$ cat src/rtl/vis_params.svh
`ifndef VIS_PARAMS_SVH
`define VIS_PARAMS_SVH

// ----------------------------------------
// Register offsets
// ----------------------------------------
`define VIS_OFS_INPUT_PORT_CONTROL 8'h00
`define VIS_OFS_SYNC_ROUTING_SELECT 8'h18

// ----------------------------------------
// input_port_control fields
// ----------------------------------------
`define VIS_IPC_EXT_SELECT 0
`define VIS_IPC_DATA_EDGE 1
`define VIS_IPC_SIGNED_INPUT_EN 2
`define VIS_IPC_FORM_ON 3
`define VIS_IPC_TEST_PIC_ON 4
`define VIS_IPC_SYNC_EDGE 5
`define VIS_IPC_LINE_SYNC_POLARITY 6
`define VIS_IPC_FRAME_SYNC_POLARITY 7

// ----------------------------------------
// sync_routing_select fields
// ----------------------------------------
`define VIS_SRS_CS_SEL 0
`define VIS_SRS_INPUT_REGEN_LINE_SEL 1
`define VIS_SRS_VS_OUT_EN 2
`define VIS_SRS_SOG_OUT_EN 3
`define VIS_SRS_FRAME_SYNC_DELAY_EN 4
`define VIS_SRS_HSYNC_EDGE 5

// ----------------------------------------
// Widths and reset values
// ----------------------------------------
`define VIS_POS_W 12
`define VIS_DLY_W 8
`define VIS_JIT_W 8
`define VIS_REG_RESET 8'h00
`define VIS_ASYNC_W 55

`endif

$ cat src/rtl/vis_pkg.sv
package vis_pkg;

  typedef struct packed {
    logic [7:0] red;
    logic [7:0] green;
    logic [7:0] blue;
  } vis_pix_s;

  typedef struct packed {
    logic [11:0] v_offset;
    logic [11:0] v_length;
    logic [11:0] h_offset;
    logic [11:0] h_length;
    logic clamp_en;
    logic clamp_pol;
    logic [7:0] clamp_on_delay;
    logic [7:0] clamp_off_delay;
    logic gainc_en;
    logic gainc_pol;
    logic [7:0] gainc_on_delay;
    logic [7:0] gainc_off_delay;
    logic [7:0] jitter_count_threshold;
  } vis_cfg_s;

  typedef enum logic [0:0] {
    VIS_NO_FRAME,
    VIS_IN_FRAME
  } vis_frame_e;

endpackage : vis_pkg

$ cat src/rtl/vis_buf.sv
`timescale 1ns/1ps

module vis_buf
  import vis_pkg::*;
(
  input wire logic clk,
  input wire logic nrst,
  input wire logic in_valid,
  output logic in_ready,
  input vis_pix_s in_data,
  output logic out_valid,
  input wire logic out_ready,
  output vis_pix_s out_data
);

  // ----------------------------------------
  // Two-entry skid: head drives the output
  // ----------------------------------------
  vis_pix_s tail_r;
  logic tail_v_r;
  logic pop;
  logic push;

  assign in_ready = ~tail_v_r;
  assign pop = out_valid & out_ready;
  assign push = in_valid & in_ready;

  always_ff @(posedge clk or negedge nrst)
  begin
    if (!nrst)
    begin
      out_valid <= 1'b0;
      out_data <= '0;
      tail_r <= '0;
      tail_v_r <= 1'b0;
    end
    else if (pop)
    begin
      if (tail_v_r)
      begin
        out_data <= tail_r;
        tail_v_r <= 1'b0;
      end
      else
      begin
        out_valid <= push;
        if (push)
          out_data <= in_data;
      end
    end
    else if (push)
    begin
      if (!out_valid)
      begin
        out_data <= in_data;
        out_valid <= 1'b1;
      end
      else
      begin
        tail_r <= in_data;
        tail_v_r <= 1'b1;
      end
    end
  end
endmodule : vis_buf

$ cat src/rtl/vis_top.sv
// Contract
// - Composite select routes decoded or regenerated syncs
// - Frame pin direction and output source select
// - Source select picks parallel port or converters
// - Data edge bit picks rising or falling
// - Signed bit treats external data as two's complement
// - Converter data always two's complement
// - No pixels pass unless formatter enabled
// - Test generator pixels replace sampled data
// - Polarity bits set sync active level
// - Sync edge bit picks rising or falling
// - Frame sync delay avoids coincident edge jitter
// - Vertical offset counted from frame sync trailing
// - Horizontal offset from leading or second edge
// - Zero offsets capture first pixel, first line
// - Window captures exact programmed width and height
// - Clamp pulse between delays after second edge
// - Gain pulse is delayed line sync
// - Jitter flag above programmed count threshold
// - Converters enabled when analog source selected
`timescale 1ns/1ps
`include "vis_params.svh"

module vis_top
  import vis_pkg::*;
(
  input wire logic clk,
  input wire logic nrst,
  input wire logic [7:0] input_port_control,
  input wire logic [7:0] sync_routing_select,
  input vis_cfg_s cfg,
  input wire logic fe_clk,
  input wire logic line_sync_pin,
  input wire logic frame_sync_pin_i,
  output logic frame_sync_pin_o,
  output logic frame_sync_pin_oe,
  input wire logic decoded_line_sync,
  input wire logic decoded_frame_sync,
  input wire logic regenerated_line_sync,
  input wire logic green_sync,
  input vis_pix_s ext_pix,
  input vis_pix_s adc_pix,
  input wire logic gen_valid,
  input vis_pix_s gen_pix,
  output logic pix_valid,
  input wire logic pix_ready,
  output vis_pix_s pix_data,
  output logic clamp_out,
  output logic gainc_out,
  output logic adc_enable,
  output logic line_jitter_flag,
  output logic pix_overrun
);

  // ----------------------------------------
  // Control bits
  // ----------------------------------------
  logic ext_select, data_edge, signed_input_en, form_on, test_pic_on, sync_edge;
  logic line_sync_polarity, frame_sync_polarity;
  logic cs_sel, input_regen_line_sel, vs_out_en, sog_out_en, frame_sync_delay_en, hsync_edge;

  assign ext_select = input_port_control[`VIS_IPC_EXT_SELECT];
  assign data_edge = input_port_control[`VIS_IPC_DATA_EDGE];
  assign signed_input_en = input_port_control[`VIS_IPC_SIGNED_INPUT_EN];
  assign form_on = input_port_control[`VIS_IPC_FORM_ON];
  assign test_pic_on = input_port_control[`VIS_IPC_TEST_PIC_ON];
  assign sync_edge = input_port_control[`VIS_IPC_SYNC_EDGE];
  assign line_sync_polarity = input_port_control[`VIS_IPC_LINE_SYNC_POLARITY];
  assign frame_sync_polarity = input_port_control[`VIS_IPC_FRAME_SYNC_POLARITY];
  assign cs_sel = sync_routing_select[`VIS_SRS_CS_SEL];
  assign input_regen_line_sel = sync_routing_select[`VIS_SRS_INPUT_REGEN_LINE_SEL];
  assign vs_out_en = sync_routing_select[`VIS_SRS_VS_OUT_EN];
  assign sog_out_en = sync_routing_select[`VIS_SRS_SOG_OUT_EN];
  assign frame_sync_delay_en = sync_routing_select[`VIS_SRS_FRAME_SYNC_DELAY_EN];
  assign hsync_edge = sync_routing_select[`VIS_SRS_HSYNC_EDGE];

  // ----------------------------------------
  // Synchronisers for pins and front-end clock
  // ----------------------------------------
  logic [`VIS_ASYNC_W-1:0] meta_r, sy_r;
  logic fe_prev_r;
  always_ff @(posedge clk or negedge nrst)
  begin
    if (!nrst)
    begin
      meta_r <= '0;
      sy_r <= '0;
      fe_prev_r <= 1'b0;
    end
    else
    begin
      meta_r <= {fe_clk, line_sync_pin, frame_sync_pin_i, decoded_line_sync, decoded_frame_sync,
                 regenerated_line_sync, green_sync, ext_pix, adc_pix};
      sy_r <= meta_r;
      fe_prev_r <= sy_r[54];
    end
  end

  logic fe_s, hs_pin_s, vs_pin_s, dec_hs_s, dec_vs_s, regen_s, sog_s;
  vis_pix_s ext_s, adc_s;
  assign {fe_s, hs_pin_s, vs_pin_s, dec_hs_s, dec_vs_s, regen_s, sog_s, ext_s, adc_s} = sy_r;

  // Front-end edges found in the system clock; the link clock is far slower
  logic fe_rise, fe_fall, data_tick, sync_tick;
  assign fe_rise = fe_s & ~fe_prev_r;
  assign fe_fall = ~fe_s & fe_prev_r;
  assign data_tick = data_edge ? fe_rise : fe_fall;
  assign sync_tick = sync_edge ? fe_rise : fe_fall;

  // ----------------------------------------
  // Sync routing and polarity
  // ----------------------------------------
  logic ls_raw, fs_raw, ls_act, fs_act;
  assign ls_raw = cs_sel ? (input_regen_line_sel ? regen_s : dec_hs_s) : hs_pin_s;
  assign fs_raw = cs_sel ? dec_vs_s : vs_pin_s;
  assign ls_act = line_sync_polarity ? ls_raw : ~ls_raw;
  assign fs_act = frame_sync_polarity ? fs_raw : ~fs_raw;

  logic ls_q_r, ls_q2_r, fs_q_r, fs_d_r, fs_use_q_r, tick_d_r;
  always_ff @(posedge clk or negedge nrst)
  begin
    if (!nrst)
    begin
      ls_q_r <= 1'b0;
      ls_q2_r <= 1'b0;
      fs_q_r <= 1'b0;
      fs_d_r <= 1'b0;
      fs_use_q_r <= 1'b0;
      tick_d_r <= 1'b0;
    end
    else
    begin
      tick_d_r <= sync_tick;
      if (sync_tick)
      begin
        ls_q_r <= ls_act;
        ls_q2_r <= ls_q_r;
        fs_q_r <= fs_act;
        // One sample of lag keeps frame edges off line edges
        fs_d_r <= frame_sync_delay_en ? fs_q_r : fs_act;
        fs_use_q_r <= fs_d_r;
      end
    end
  end

  logic ls_lead, ls_trail, fs_trail, line_ref;
  assign ls_lead = tick_d_r & ls_q_r & ~ls_q2_r;
  assign ls_trail = tick_d_r & ~ls_q_r & ls_q2_r;
  assign fs_trail = tick_d_r & ~fs_d_r & fs_use_q_r;
  assign line_ref = hsync_edge ? ls_lead : ls_trail;

  // ----------------------------------------
  // Sample window
  // ----------------------------------------
  vis_frame_e frame_r;
  logic [`VIS_POS_W-1:0] vline_r, hpos_r;
  always_ff @(posedge clk or negedge nrst)
  begin
    if (!nrst)
    begin
      frame_r <= VIS_NO_FRAME;
      vline_r <= '1;
      hpos_r <= '1;
    end
    else
    begin
      if (fs_trail)
      begin
        frame_r <= VIS_IN_FRAME;
        vline_r <= '1;
      end
      else if (line_ref)
        vline_r <= vline_r + 1'b1;
      if (line_ref)
        hpos_r <= '0;
      else if (data_tick && hpos_r != '1)
        hpos_r <= hpos_r + 1'b1;
    end
  end

  function automatic logic in_span(input logic [11:0] pos, input logic [11:0] ofs, input logic [11:0] len);
    logic [12:0] end_pos;
    end_pos = {1'b0, ofs} + {1'b0, len};
    in_span = ({1'b0, pos} >= {1'b0, ofs}) && ({1'b0, pos} < end_pos);
  endfunction : in_span

  logic v_in, h_in, in_win;
  assign v_in = (frame_r == VIS_IN_FRAME) && in_span(vline_r, cfg.v_offset, cfg.v_length);
  assign h_in = in_span(hpos_r, cfg.h_offset, cfg.h_length);
  assign in_win = v_in && h_in;

  // ----------------------------------------
  // Pixel path
  // ----------------------------------------
  vis_pix_s src_pix, fmt_pix, push_pix;
  logic push_valid, push_ready;
  always_comb
  begin
    src_pix = ext_select ? ext_s : adc_s;
    fmt_pix = src_pix;
    if (ext_select && !signed_input_en)
    begin
      // Unsigned input moved into two's complement by flipping the sign bit
      fmt_pix.red[7] = ~src_pix.red[7];
      fmt_pix.green[7] = ~src_pix.green[7];
      fmt_pix.blue[7] = ~src_pix.blue[7];
    end
    push_pix = test_pic_on ? gen_pix : fmt_pix;
    push_valid = form_on && (test_pic_on ? gen_valid : (data_tick && in_win));
  end

  vis_buf u_buf (
    .clk(clk),
    .nrst(nrst),
    .in_valid(push_valid),
    .in_ready(push_ready),
    .in_data(push_pix),
    .out_valid(pix_valid),
    .out_ready(pix_ready),
    .out_data(pix_data)
  );

  // The sampled source cannot be stalled, so a full buffer is only reported
  always_ff @(posedge clk or negedge nrst)
  begin
    if (!nrst)
      pix_overrun <= 1'b0;
    else if (push_valid && !push_ready)
      pix_overrun <= 1'b1;
  end

  // ----------------------------------------
  // Clamp and gain correction pulses
  // ----------------------------------------
  logic [`VIS_DLY_W-1:0] ccnt_r, gon_cnt_r, goff_cnt_r;
  logic crun_r, gon_run_r, goff_run_r, gact_r;
  logic clamp_act;
  assign clamp_act = crun_r && ccnt_r >= cfg.clamp_on_delay && ccnt_r < cfg.clamp_off_delay;

  always_ff @(posedge clk or negedge nrst)
  begin
    if (!nrst)
    begin
      ccnt_r <= '0;
      crun_r <= 1'b0;
    end
    else if (ls_trail)
    begin
      ccnt_r <= '0;
      crun_r <= 1'b1;
    end
    else if (data_tick && crun_r)
    begin
      ccnt_r <= ccnt_r + 1'b1;
      crun_r <= ccnt_r != '1;
    end
  end

  always_ff @(posedge clk or negedge nrst)
  begin
    if (!nrst)
    begin
      gon_cnt_r <= '0;
      goff_cnt_r <= '0;
      gon_run_r <= 1'b0;
      goff_run_r <= 1'b0;
      gact_r <= 1'b0;
    end
    else
    begin
      if (ls_lead)
      begin
        gon_cnt_r <= '0;
        gon_run_r <= 1'b1;
      end
      else if (gon_run_r && gon_cnt_r == cfg.gainc_on_delay)
      begin
        gact_r <= 1'b1;
        gon_run_r <= 1'b0;
      end
      else if (data_tick && gon_run_r)
        gon_cnt_r <= gon_cnt_r + 1'b1;
      if (ls_trail)
      begin
        goff_cnt_r <= '0;
        goff_run_r <= 1'b1;
      end
      else if (goff_run_r && goff_cnt_r == cfg.gainc_off_delay)
      begin
        gact_r <= 1'b0;
        goff_run_r <= 1'b0;
      end
      else if (data_tick && goff_run_r)
        goff_cnt_r <= goff_cnt_r + 1'b1;
    end
  end

  always_ff @(posedge clk or negedge nrst)
  begin
    if (!nrst)
    begin
      clamp_out <= 1'b0;
      gainc_out <= 1'b0;
      adc_enable <= 1'b0;
      frame_sync_pin_o <= 1'b0;
      frame_sync_pin_oe <= 1'b0;
    end
    else
    begin
      clamp_out <= (cfg.clamp_en && clamp_act) ? cfg.clamp_pol : ~cfg.clamp_pol;
      gainc_out <= (cfg.gainc_en && gact_r) ? cfg.gainc_pol : ~cfg.gainc_pol;
      adc_enable <= ~ext_select;
      frame_sync_pin_oe <= vs_out_en;
      frame_sync_pin_o <= vs_out_en && (sog_out_en ? sog_s : dec_vs_s);
    end
  end

  // ----------------------------------------
  // Line jitter detection
  // ----------------------------------------
  logic [1:0] len_r, prev_len_r;
  logic [`VIS_JIT_W-1:0] jcnt_r;
  logic jit_active;
  // Only the low bits matter: sampling jitter moves a line by two cycles at most
  assign jit_active = !ext_select && (!form_on || v_in);

  always_ff @(posedge clk or negedge nrst)
  begin
    if (!nrst)
    begin
      len_r <= '0;
      prev_len_r <= '0;
      jcnt_r <= '0;
      line_jitter_flag <= 1'b0;
    end
    else
    begin
      if (ls_lead)
      begin
        len_r <= '0;
        prev_len_r <= len_r;
      end
      else if (data_tick)
        len_r <= len_r + 1'b1;
      if (fs_trail)
        jcnt_r <= '0;
      else if (ls_lead && jit_active && len_r != prev_len_r && jcnt_r != '1)
        jcnt_r <= jcnt_r + 1'b1;
      // Set wins over the clear at the frame edge
      if (jcnt_r > cfg.jitter_count_threshold)
        line_jitter_flag <= 1'b1;
      else if (fs_trail)
        line_jitter_flag <= 1'b0;
    end
  end
endmodule : vis_top

$ cat config.mk
export PLATFORM = sky130hd
export DESIGN_NAME = vis_top
export DESIGN_NICKNAME = d
export VERILOG_FILES = /design/src/rtl/vis_pkg.sv /design/src/rtl/vis_buf.sv /design/src/rtl/vis_top.sv
export VERILOG_INCLUDE_DIRS = /design/src /design/src/rtl
export SDC_FILE = /design/constraint.sdc
export NUM_CORES = 1
export LEC_CHECK = 0
export ABC_AREA = 1
export BUFFER_PORTS_ARGS = -buffer_cell sky130_fd_sc_hd__buf_2
export CAP_MARGIN = 20
export CORE_UTILIZATION = 52
export CTS_CLUSTER_DIAMETER = 120
export DETAILED_ROUTE_END_ITERATION = 16
export PLACE_DENSITY_LB_ADDON = 0.25
export SLEW_MARGIN = 10
export SYNTH_ARGS = -nofsm -noshare
export SYNTH_HDL_FRONTEND = slang
export SYNTH_HIERARCHICAL = 1
export SYNTH_SLANG_ARGS = --single-unit
export TNS_END_PERCENT = 30
$ cat constraint.sdc
create_clock -name clk -period 3.35 [get_ports clk]
set_input_delay 0.67 -clock clk [delete_from_list [all_inputs] [get_ports clk]]
set_output_delay 0.67 -clock clk [all_outputs]
set_load 0.03 [all_outputs]
* Yosys cells after proc, flatten, opt, wreduce, memory -nomap -nowiden
Index checks and enable logic that the tools add are counted.
W data, S select, Z words.
** Word-level totals
- Register bits after elaboration :: 239
- Output and inout bits :: 32
- Word-level logic and storage cells :: 191
** Operators by class
- $add $sub $neg :: 9
- $lt $le $gt $ge :: 7
- Eq/ne operators :: 10
- Muxes and demuxes :: 57
- Bitwise operators :: 25
- Reductions and logical operators :: 46
** Operator list (count)
- $mux W24 :: 7
- $mux W8 :: 10
- $mux W12 :: 4
- $mux W1 :: 34
- $add A8 B1 Y8 const B :: 4
- $add A12 B12 Y13 :: 2
- $lt A12 B13 Y1 :: 2
- $reduce_bool A2 Y1 :: 13
- $add A12 B1 Y12 const B :: 2
- $ge A12 B12 Y1 :: 2
- $logic_and A1 B1 Y1 :: 23
- $eq A8 B8 Y1 :: 2
- $ne A8 B8 Y1 const B :: 2
- $not A1 Y1 :: 15
- $ne A12 B12 Y1 const B :: 1
- $and A1 B1 Y1 :: 10
- $ge A8 B8 Y1 :: 1
- $gt A8 B8 Y1 :: 1
- $lt A8 B8 Y1 :: 1
- $ne A2 B2 Y1 const B :: 4
- $reduce_and A2 Y1 :: 4
- $reduce_and A3 Y1 :: 2
- $mux W2 :: 2
- $logic_not A1 Y1 :: 3
- other kinds (3) :: 3

* Logic depth before layout (Yosys ltp)
Gate-level depths: netlist of run 1.
- Word-level depth :: 12
- Depth in mapped cells :: 23
- Gate-level depth less buffers :: 22

* Modules after synthesis
The synthesis of run 1 kept the hierarchy.
** By module, submodules not included
- vis_top :: instances 1, cells each 1122, area an instance 10048.4 um^2, sequential area each 4759.6 um^2
- vis_buf :: instances 1, cells each 301, area an instance 2413.6 um^2, sequential area each 1251.2 um^2

* Worst setup path before layout of run 1
OpenSTA, ideal clock, no wires.
- Path type :: input port to flip-flop
- Start :: input port cfg[68] (netlist bit)
- End :: register u_buf/out_data[0] (netlist bit)
- Setup time :: 117 ps
- Arrival :: 3742 ps
- Required time :: 3233 ps
- Setup slack :: -508 ps
- Stages :: 22
- Path buffers :: 1
- Cell sequence :: ha_1 > inv_1 > fa_1 > nand3b_1 > nand2_1 > a21oi_1 > o211a_1 > xor2_1 > ha_1 > a21oi_1 > o21bai_1 > nand4_1 > nand3_1 > nor2_1 > nand3_1 > a21boi_0 > nand2_2 > nand2_1 > nand2_2 > buf_4 > nand2_1 > nand2_1
** On the way
- Word-level cells in the longest chain between the ends :: 11
- Elaborated cells on any way between the ends :: 12
** Ends and longest elaborated chain
- start, declared :: line vis_top.sv:31 : input vis_cfg_s cfg,
- $add A12 B12 Y13 * :: line vis_top.sv:183 : end_pos = {1'b0, ofs} + {1'b0, len};
- $lt A12 B13 Y1 * :: line vis_top.sv:184 : in_span = ({1'b0, pos} >= {1'b0, ofs}) && ({1'b0, pos} < end_pos);
- $logic_and A1 B1 Y1 * :: line vis_top.sv:184
- $logic_and A1 B1 Y1 * :: line vis_top.sv:188 : assign v_in = (frame_r == VIS_IN_FRAME) && in_span(vline_r, cfg.v_offset, cfg.v_length);
- $logic_and A1 B1 Y1 * :: line vis_top.sv:190 : assign in_win = v_in && h_in;
- $logic_and A1 B1 Y1 * :: line vis_top.sv:209 : push_valid = form_on && (test_pic_on ? gen_valid : (data_tick && in_win));
- $mux W1 * :: line vis_top.sv:209
- $logic_and A1 B1 Y1 * :: line vis_top.sv:209
- named net push_valid :: line vis_top.sv:196 : logic push_valid, push_ready;
- $and A1 B1 Y1 * :: line vis_buf.sv:26 : assign push = in_valid & in_ready;
- $reduce_bool A2 Y1 (no line)
- $reduce_and A3 Y1 (no line) *
- end signal, assigned :: line vis_buf.sv:41 : out_data <= tail_r;
- end signal, assigned :: line vis_buf.sv:48 : out_data <= in_data;
- end signal, assigned :: line vis_buf.sv:55 : out_data <= in_data;
- end, declared :: line vis_buf.sv:13 : output vis_pix_s out_data
Mark *: on every way through the listed nets, which the timed path passes. The rest lies on a longest branch.
A chain may end at the register's enable or synchronous reset.

* Final worst setup path of run 1
- Start :: input port cfg[68] (netlist bit)
- End :: register u_buf/tail_r[12] (netlist bit)
** On the way
- Word-level cells in the longest chain between the ends :: 10
** Ends and longest elaborated chain
- $add A12 B12 Y13 :: line vis_top.sv:183
- $lt A12 B13 Y1 :: line vis_top.sv:184
- $logic_and A1 B1 Y1 :: line vis_top.sv:184
- $logic_and A1 B1 Y1 :: line vis_top.sv:188
- $logic_and A1 B1 Y1 :: line vis_top.sv:190
- $logic_and A1 B1 Y1 :: line vis_top.sv:209
- $mux W1 :: line vis_top.sv:209
- $logic_and A1 B1 Y1 :: line vis_top.sv:209
- named net push_valid :: line vis_top.sv:196
- $and A1 B1 Y1 :: line vis_buf.sv:26
- $reduce_and A3 Y1 (no line)
- end signal, assigned :: line vis_buf.sv:60 : tail_r <= in_data;
- end, declared :: line vis_buf.sv:19 : vis_pix_s tail_r;
The timed path passes the listed nets, and every way through them passes these cells.

==> results.sh, run 1 <==
export IMPL_grt_antenna_before_repair=5
export IMPL_cts_buffers=25
export IMPL_holdBufCountCts=0
export IMPL_wl_per_cell_um=14.0
export IMPL_setup_viol=0
export IMPL_whs_ns=0.0707
export IMPL_drt_vias_per_instance=5.05
export IMPL_crit_path_top_delay_cell="fa_2"
export IMPL_synthDominantCellAreaShare_pct=43.2
export IMPL_die_h_um=157
export IMPL_p_leak_nw=8.14
export IMPL_firstDrtPassIters=5
export IMPL_drive_gt1_share_pct=25.9
export IMPL_dp_hpwl_um=20700
export IMPL_area_growth_pct=24.8
export IMPL_post_route_min_period_ns=3.28
export IMPL_ys_top_cells_by_area="dfrtp_1, nand2_1, ha_1, inv_1, dfstp_2"
export IMPL_drc=0
export IMPL_wl_met1_um=13300
export IMPL_die_area_um2=24600
export IMPL_grt_overflow_total=0
export IMPL_yosysSeqAreaShare_pct=48.2
export IMPL_hold_class="primary input to async pin"
export IMPL_crit_fanout=12
export IMPL_crit_path_start="cfg[68]"
export IMPL_worst_ep_arrival_time_ns=3.70
export IMPL_port_buffers=220
export IMPL_nets=2004
export IMPL_gp_congestion=0.865
export IMPL_grt_pass1_wl_um=45000
export IMPL_path_clk_slew_ns=0.07
export IMPL_wl_um=28600
export IMPL_clk_path_buf_depth=3
export IMPL_finalHoldViolCount=0
export IMPL_grtUsageTotal_pct=23.0
export IMPL_r2r_start="vline_r[2]"
export IMPL_start_kind="primary input"
export IMPL_chipWidth_um=157
export IMPL_finClkSkew_ns=0.0198
export IMPL_rows=56
export IMPL_tightest_slew_ns=0.937
export IMPL_grt_pass1_vias=9565
export IMPL_syn_inst=1423
export IMPL_grt_max_degree=79
export IMPL_ioPinCount=223
export IMPL_synth_warning_count=6
export IMPL_max_stage_delay_ns=0.33
export IMPL_final_antenna_net_count=0
export IMPL_htree_num_levels=1
export IMPL_vias=10300
export IMPL_synth_seq_cells=239
export IMPL_drv_cap=0
export IMPL_r2r_slack_ns=0.73
export IMPL_crit_required_ns=3.77
export IMPL_first_iter_violations=458
export IMPL_yosysTopAreaCell="dfrtp_1"
export IMPL_relSlewSlack_pct=37.4
export IMPL_async_flop_share_pct=100
export IMPL_netlist_area_um2=12500
export IMPL_synth_fp_nets=1715
export IMPL_synth_edf_count=0
export IMPL_syn_area_per_cell_um2=8.76
export IMPL_finalMaxSlewViolations=0
export IMPL_wl_met2_um=13200
export IMPL_rsz0062_at_grt="yes"
export IMPL_total_power_mw=9.72
export IMPL_cts_sinks=239
export IMPL_status="finished, final reports clean"
export IMPL_clk_latency_ns=0.53
export IMPL_ir_drop_v=0.000476
export IMPL_start_util_pct=53.1
export IMPL_synth_cell_types=57
export IMPL_finalCritPeriodShare_pct=97.9
export IMPL_top_layer_used="met5"
export IMPL_end_kind="flop"
export IMPL_core_um2=23500
export IMPL_cts_root_buf="clkbuf_16"
export IMPL_wl_met3_um=1670
export IMPL_worstPathCellList="buf_6 -> ha_4 -> inv_2 -> fa_2 -> nand3b_1 -> nand2_2 -> a21oi_2 -> o211a_1 -> xor2_1 -> ha_1 -> a21oi_2 -> o21bai_1 -> nand4_1 -> nand3_2 -> nor2_2 -> nand3_2 -> a21boi_2 -> buf_4 -> nand3_4 -> clkbuf_16 -> nand2_1 -> o21ai_1"
export IMPL_cts_tree="done"
export IMPL_power_density_nw_per_um2=625
export IMPL_path_class="primary input to flop"
export IMPL_ys_flop_type="dfrtp_1"
export IMPL_fmax_mhz=305
-- what timing repair did --
action / CTS / global route
buffers inserted: 1 / 2
gates resized for setup: 1 / 63
gates cloned: 0 / 5
endpoints found under the setup margin: 24 / 55
pin swaps: 1 / 15
-- placed cells by master (no fill, tap or decap), drive strengths merged, types with 3 or more instances in the layout --
| cell | synthesis | layout |
|---|---|---|
| nand2 | 356 | 356 |
| buf | 13 | 294 |
| dfrtp | 215 | 215 |
| inv | 174 | 175 |
| a21oi | 119 | 119 |
| ha | 99 | 99 |
| nor2 | 96 | 96 |
| o21ai | 92 | 92 |
| nand4 | 44 | 44 |
| nand3 | 42 | 42 |
| xor2 | 34 | 34 |
| clkbuf | 22 | 33 |
| dfstp | 24 | 24 |
| nor3 | 22 | 22 |
| xnor2 | 18 | 18 |
| clkinv | 3 | 12 |
| nand3b | 5 | 5 |
| or2 | 4 | 4 |
| a21o | 4 | 4 |
| a211oi | 4 | 4 |
| nor4 | 3 | 3 |
| o31ai | 3 | 3 |
| bufinv | 0 | 3 |
| a31oi | 3 | 3 |
-- state kept, by name (all words and copies together) (netlist names), 2 cells and up --
| signal | count |
|---|---|
| meta_r | 55 |
| sy_r | 55 |
| gon_cnt_r | 8 |
| goff_cnt_r | 8 |
| vline_r | 12 |
| hpos_r | 12 |
| len_r | 2 |
| jcnt_r | 8 |
| ccnt_r | 8 |
| prev_len_r | 2 |
| u_buf/tail_r | 24 |
| u_buf/out_data | 24 |
-- layer usage --
| metal | GRT usage [%] | vias up |
|---|---|---|
| met5 | 0 | - |
| met4 | 5.56 | 4 |
| met3 | 3.71 | 40 |
| met2 | 36.6 | 273 |
| met1 | 32.9 | 4797 |
| li1 | - | 5234 |
-- worst max-delay path, delay by kind of cell --
family,cells,cell delay (ns)
fa+ha+maj,3,0.76
simple gates,8,0.93
buf+inv,4,0.48
compound gates,6,0.71
xor+xnor,1,0.14
-- cell type report --
cell class,instances,area [µm²]
flip-flops and latches,239,6010
repair buffers,297,1830
clock buffers,30,684
inverters,177,664
diodes,2,5.00
fillers,1884,7910
well taps,319,399
multi-input cells,972,5810
clock inverters,13,159
-- cells in the mapped netlist (all sizes together), types with 3 or more instances --
| cell type | n |
|---|---|
| a21oi | 119 |
| ha | 99 |
| o31ai | 3 |
| nand4 | 44 |
| xor2 | 34 |
| a21o | 4 |
| dfrtp | 215 |
| or2 | 4 |
| dfstp | 24 |
| clkbuf | 22 |
| o21ai | 92 |
| nand3b | 5 |
| inv | 174 |
| xnor2 | 18 |
| a31oi | 3 |
| nand3 | 42 |
| clkinv | 3 |
| nand2 | 356 |
| nor4 | 3 |
| nor3 | 22 |
| nor2 | 96 |
| a211oi | 4 |
| buf | 13 |
-- power by group --
part	switching (mW)	total (mW)	leakage, nW	internal, mW
clock network	1.12	2.80	0.426	1.69
logic	1.70	2.84	4.86	1.14
registers	0.522	4.07	2.85	3.55
-- path summary, 6_finish.rpt --
check,end,cells after the start
max in group asynchronous,hpos_r[0],2
min,u_buf/out_data[14],1
max,u_buf/tail_r[12],22
min reg2reg,sy_r[19],0
max reg2reg,u_buf/tail_r[12],15
min in group clk,meta_r[36],1
-- logic make-up after synthesis --
| logic type | count (synthesis) | synth area share, % |
|---|---|---|
| AND/OR/NAND/NOR | 575 | 20.0 |
| AO/OA/AOI/OAI | 242 | 10.8 |
| flip-flops | 239 | 48.2 |
| buffers and inverters | 212 | 6.89 |
| adder cells (fa/ha/maj) | 101 | 10.3 |
| XOR/XNOR | 52 | 3.65 |
| multiplexers | 2 | 0.171 |
-- per-stage QoR --
| step | setup slack, ns | TNS [ns] | util (%) | std cells | cell area [µm²] |
|---|---|---|---|---|---|
| floorplan | -0.143 | -3.85 | - | 1423 | 12500 |
| global placement | -0.546 | -26.47 | 61.3 | 1996 | 14400 |
| detailed placement | -0.624 | -29.63 | 61.3 | 1996 | 14400 |
| CTS | 0.0466 | 0 | 65.0 | 2040 | 15200 |
| global route | -0.0702 | -1.63 | 66.3 | 2049 | 15600 |
| finish | 0.0713 | 0 | 66.3 | 2049 | 15600 |
Note: power is estimated with default switching activity, not from simulation.
==> inputs of run 2 (changes only) <==
--- a/config.mk
+++ b/config.mk
@@ -9,6 +9,7 @@
 export ABC_AREA = 1
 export BUFFER_PORTS_ARGS = -buffer_cell sky130_fd_sc_hd__buf_2
 export CAP_MARGIN = 20
+export CORE_MARGIN = 3
 export CORE_UTILIZATION = 52
 export CTS_CLUSTER_DIAMETER = 120
 export DETAILED_ROUTE_END_ITERATION = 16
==> results.sh, run 2 (same netlist as run 1, synthesis figures left out) <==
export IMPL_status="finished, final reports clean"
export IMPL_total_power_mw=9.58
export IMPL_ioPinCount=223
export IMPL_ir_drop_v=0.000446
export IMPL_drive_gt1_share_pct=25.2
export IMPL_drt_vias_per_instance=5.08
export IMPL_rsz0062_at_grt="yes"
export IMPL_grt_pass1_wl_um=47600
export IMPL_post_place_ws_ns=-0.615
export IMPL_start_util_pct=52.9
export IMPL_final_antenna_net_count=0
export IMPL_holdBufCountCts=0
export IMPL_drc=0
export IMPL_firstDrtPassIters=5
export IMPL_grt_overflow_total=0
export IMPL_cts_sinks=239
export IMPL_worst_ep_arrival_time_ns=3.65
export IMPL_grt_pass1_vias=10100
export IMPL_largestRegisters="meta_r (55), sy_r (55)"
export IMPL_wl_per_cell_um=14.1
export IMPL_finClkSkew_ns=0.0230
export IMPL_finalCritPeriodShare_pct=97.2
export IMPL_setup_viol=0
export IMPL_path_class="primary input to flop"
export IMPL_hold_class="primary input to async pin"
export IMPL_port_buffers=220
export IMPL_p_seq_share_pct=42.4
export IMPL_final_common_cell="nand2_1"
export IMPL_finalHoldViolCount=0
export IMPL_cts_buffers=25
export IMPL_die_area_um2=25900
export IMPL_nets=2008
export IMPL_clk_path_buf_depth=3
export IMPL_mostFrequentLayoutCells="nand2_1, buf_2, dfrtp_1"
export IMPL_power_density_nw_per_um2=619
export IMPL_p_leak_nw=8.10
export IMPL_start_kind="primary input"
export IMPL_grt_antenna_before_repair=5
export IMPL_fmax_mhz=307
export IMPL_vias=10400
export IMPL_switching_share_pct=34.5
export IMPL_post_route_min_period_ns=3.25
export IMPL_end_kind="flop"
export IMPL_dp_hpwl_um=21400
export IMPL_num_fill_cells=1988
export IMPL_core_um2=23500
export IMPL_p_comb_share_pct=29.9
export IMPL_cts_tree="done"
export IMPL_cts_root_buf="clkbuf_16"
export IMPL_crit_fanout=37
export IMPL_rows=56
export IMPL_worst_slack_ns=0.0953
export IMPL_grtUsageTotal_pct=22.1
export IMPL_power_switching_mw=3.30
export IMPL_path_clk_slew_ns=0.06
export IMPL_wl_um=29000
export IMPL_final_util_pct=65.7
export IMPL_area_growth_pct=24.1
export IMPL_grt_max_degree=109
export IMPL_crit_required_ns=3.75
export IMPL_gp_congestion=0.827
export IMPL_intPower_mw=6.28
export IMPL_relSlewSlack_pct=38.8
export IMPL_first_iter_violations=496
export IMPL_drv_cap=0
export IMPL_clkPwrFrac_pct=27.7
export IMPL_htree_num_levels=1
export IMPL_finalSetupTns_ns=0
export IMPL_tightest_slew_ns=0.916
export IMPL_chipWidth_um=161
export IMPL_clk_latency_ns=0.52
export IMPL_finalMaxSlewViolations=0
export IMPL_die_h_um=161
[run 2: cell types whose count changed in the layout (fill, tap and decap cells not counted), sizes merged]
| cell | delta |
|---|---|
| buf | +6 |
| clkinv | -5 |
| clkbuf | +4 |
| bufinv | -2 |
| diode | +2 |
| inv | +1 |
[run 2: power by group through the flow]
stage | clock network, mW | logic [mW] | registers (mW)
floorplan | 0 | 1.63 | 4.26
global placement | 0 | 2.67 | 4.07
detailed placement | 0 | 2.77 | 4.09
CTS | 2.71 | 2.79 | 4.05
global route | 2.84 | 3.27 | 4.14
finish | 2.65 | 2.86 | 4.06
[run 2: timing repair]
item | 4_1_cts | 5_1_grt
resized for setup | 2 | 49
cloned | 0 | 1
pin swaps | 2 | 6
buffers inserted | 1 | 5
hold endpoints to repair | 0 | 0
endpoints found under the setup margin | 24 | 54
[run 2: worst paths after layout]
kind	start	endpoint	slack (ns)	cells past startpoint
worst max-delay path	cfg[68]	u_buf/tail_r[14]	0.1	22
worst min-delay path	nrst	u_buf/out_data[14]	0.18	1
worst max register to register	vline_r[2]	u_buf/tail_r[14]	0.78	15
worst min register to register	meta_r[28]	sy_r[28]	0.33	0
max in group asynchronous	nrst	sy_r[50]	2.33	2
min in group clk	ext_pix[12]	meta_r[36]	0.26	1
[run 2: area by class of cell]
type | count | area (µm²) | area share, %
flip-flops and latches | 239 | 6010 | 38.9
multi-input cells | 972 | 5760 | 37.3
repair buffers | 301 | 1820 | 11.8
clock buffers | 36 | 727 | 4.70
inverters | 177 | 664 | 4.30
well taps | 319 | 399 | 2.58
clock inverters | 7 | 66.3 | 0.429
diodes | 4 | 10.0 | 0.0647
[run 2: metrics by stage]
step | hold WS, ns | instances | instance area, µm²
floorplan | 0.331 | 1423 | 12500
global placement | 0.331 | 2001 | 14400
detailed placement | 0.335 | 2001 | 14400
CTS | 0.223 | 2045 | 15200
global route | 0.227 | 2055 | 15500
finish | 0.182 | 2055 | 15500
[run 2: worst max-delay path, stage by stage]
cell      delay [ns]
buf_6           0.08
ha_4            0.13
inv_2           0.03
fa_2            0.32
nand3b_1        0.18
nand2_2         0.11
a21oi_2         0.07
o211a_1         0.21
xor2_1          0.15
ha_1            0.29
a21oi_1         0.13
o21bai_1        0.07
nand4_1         0.14
nand3_2         0.13
nor2_4          0.11
nand3_2         0.08
a21boi_2        0.17
buf_4           0.14
nand3_4         0.11
buf_12          0.19
nand2_1         0.06
o21ai_0         0.07
[run 2: routing by layer]
layer  routed length, µm  vias to the layer above  track usage, %
met3                1790                       46            3.61
met4                 533                        2            5.40
met1               13300                     4850            31.6
met2               13400                      288            35.6
li1                    -                     5246               -
met5                   7                        -               0
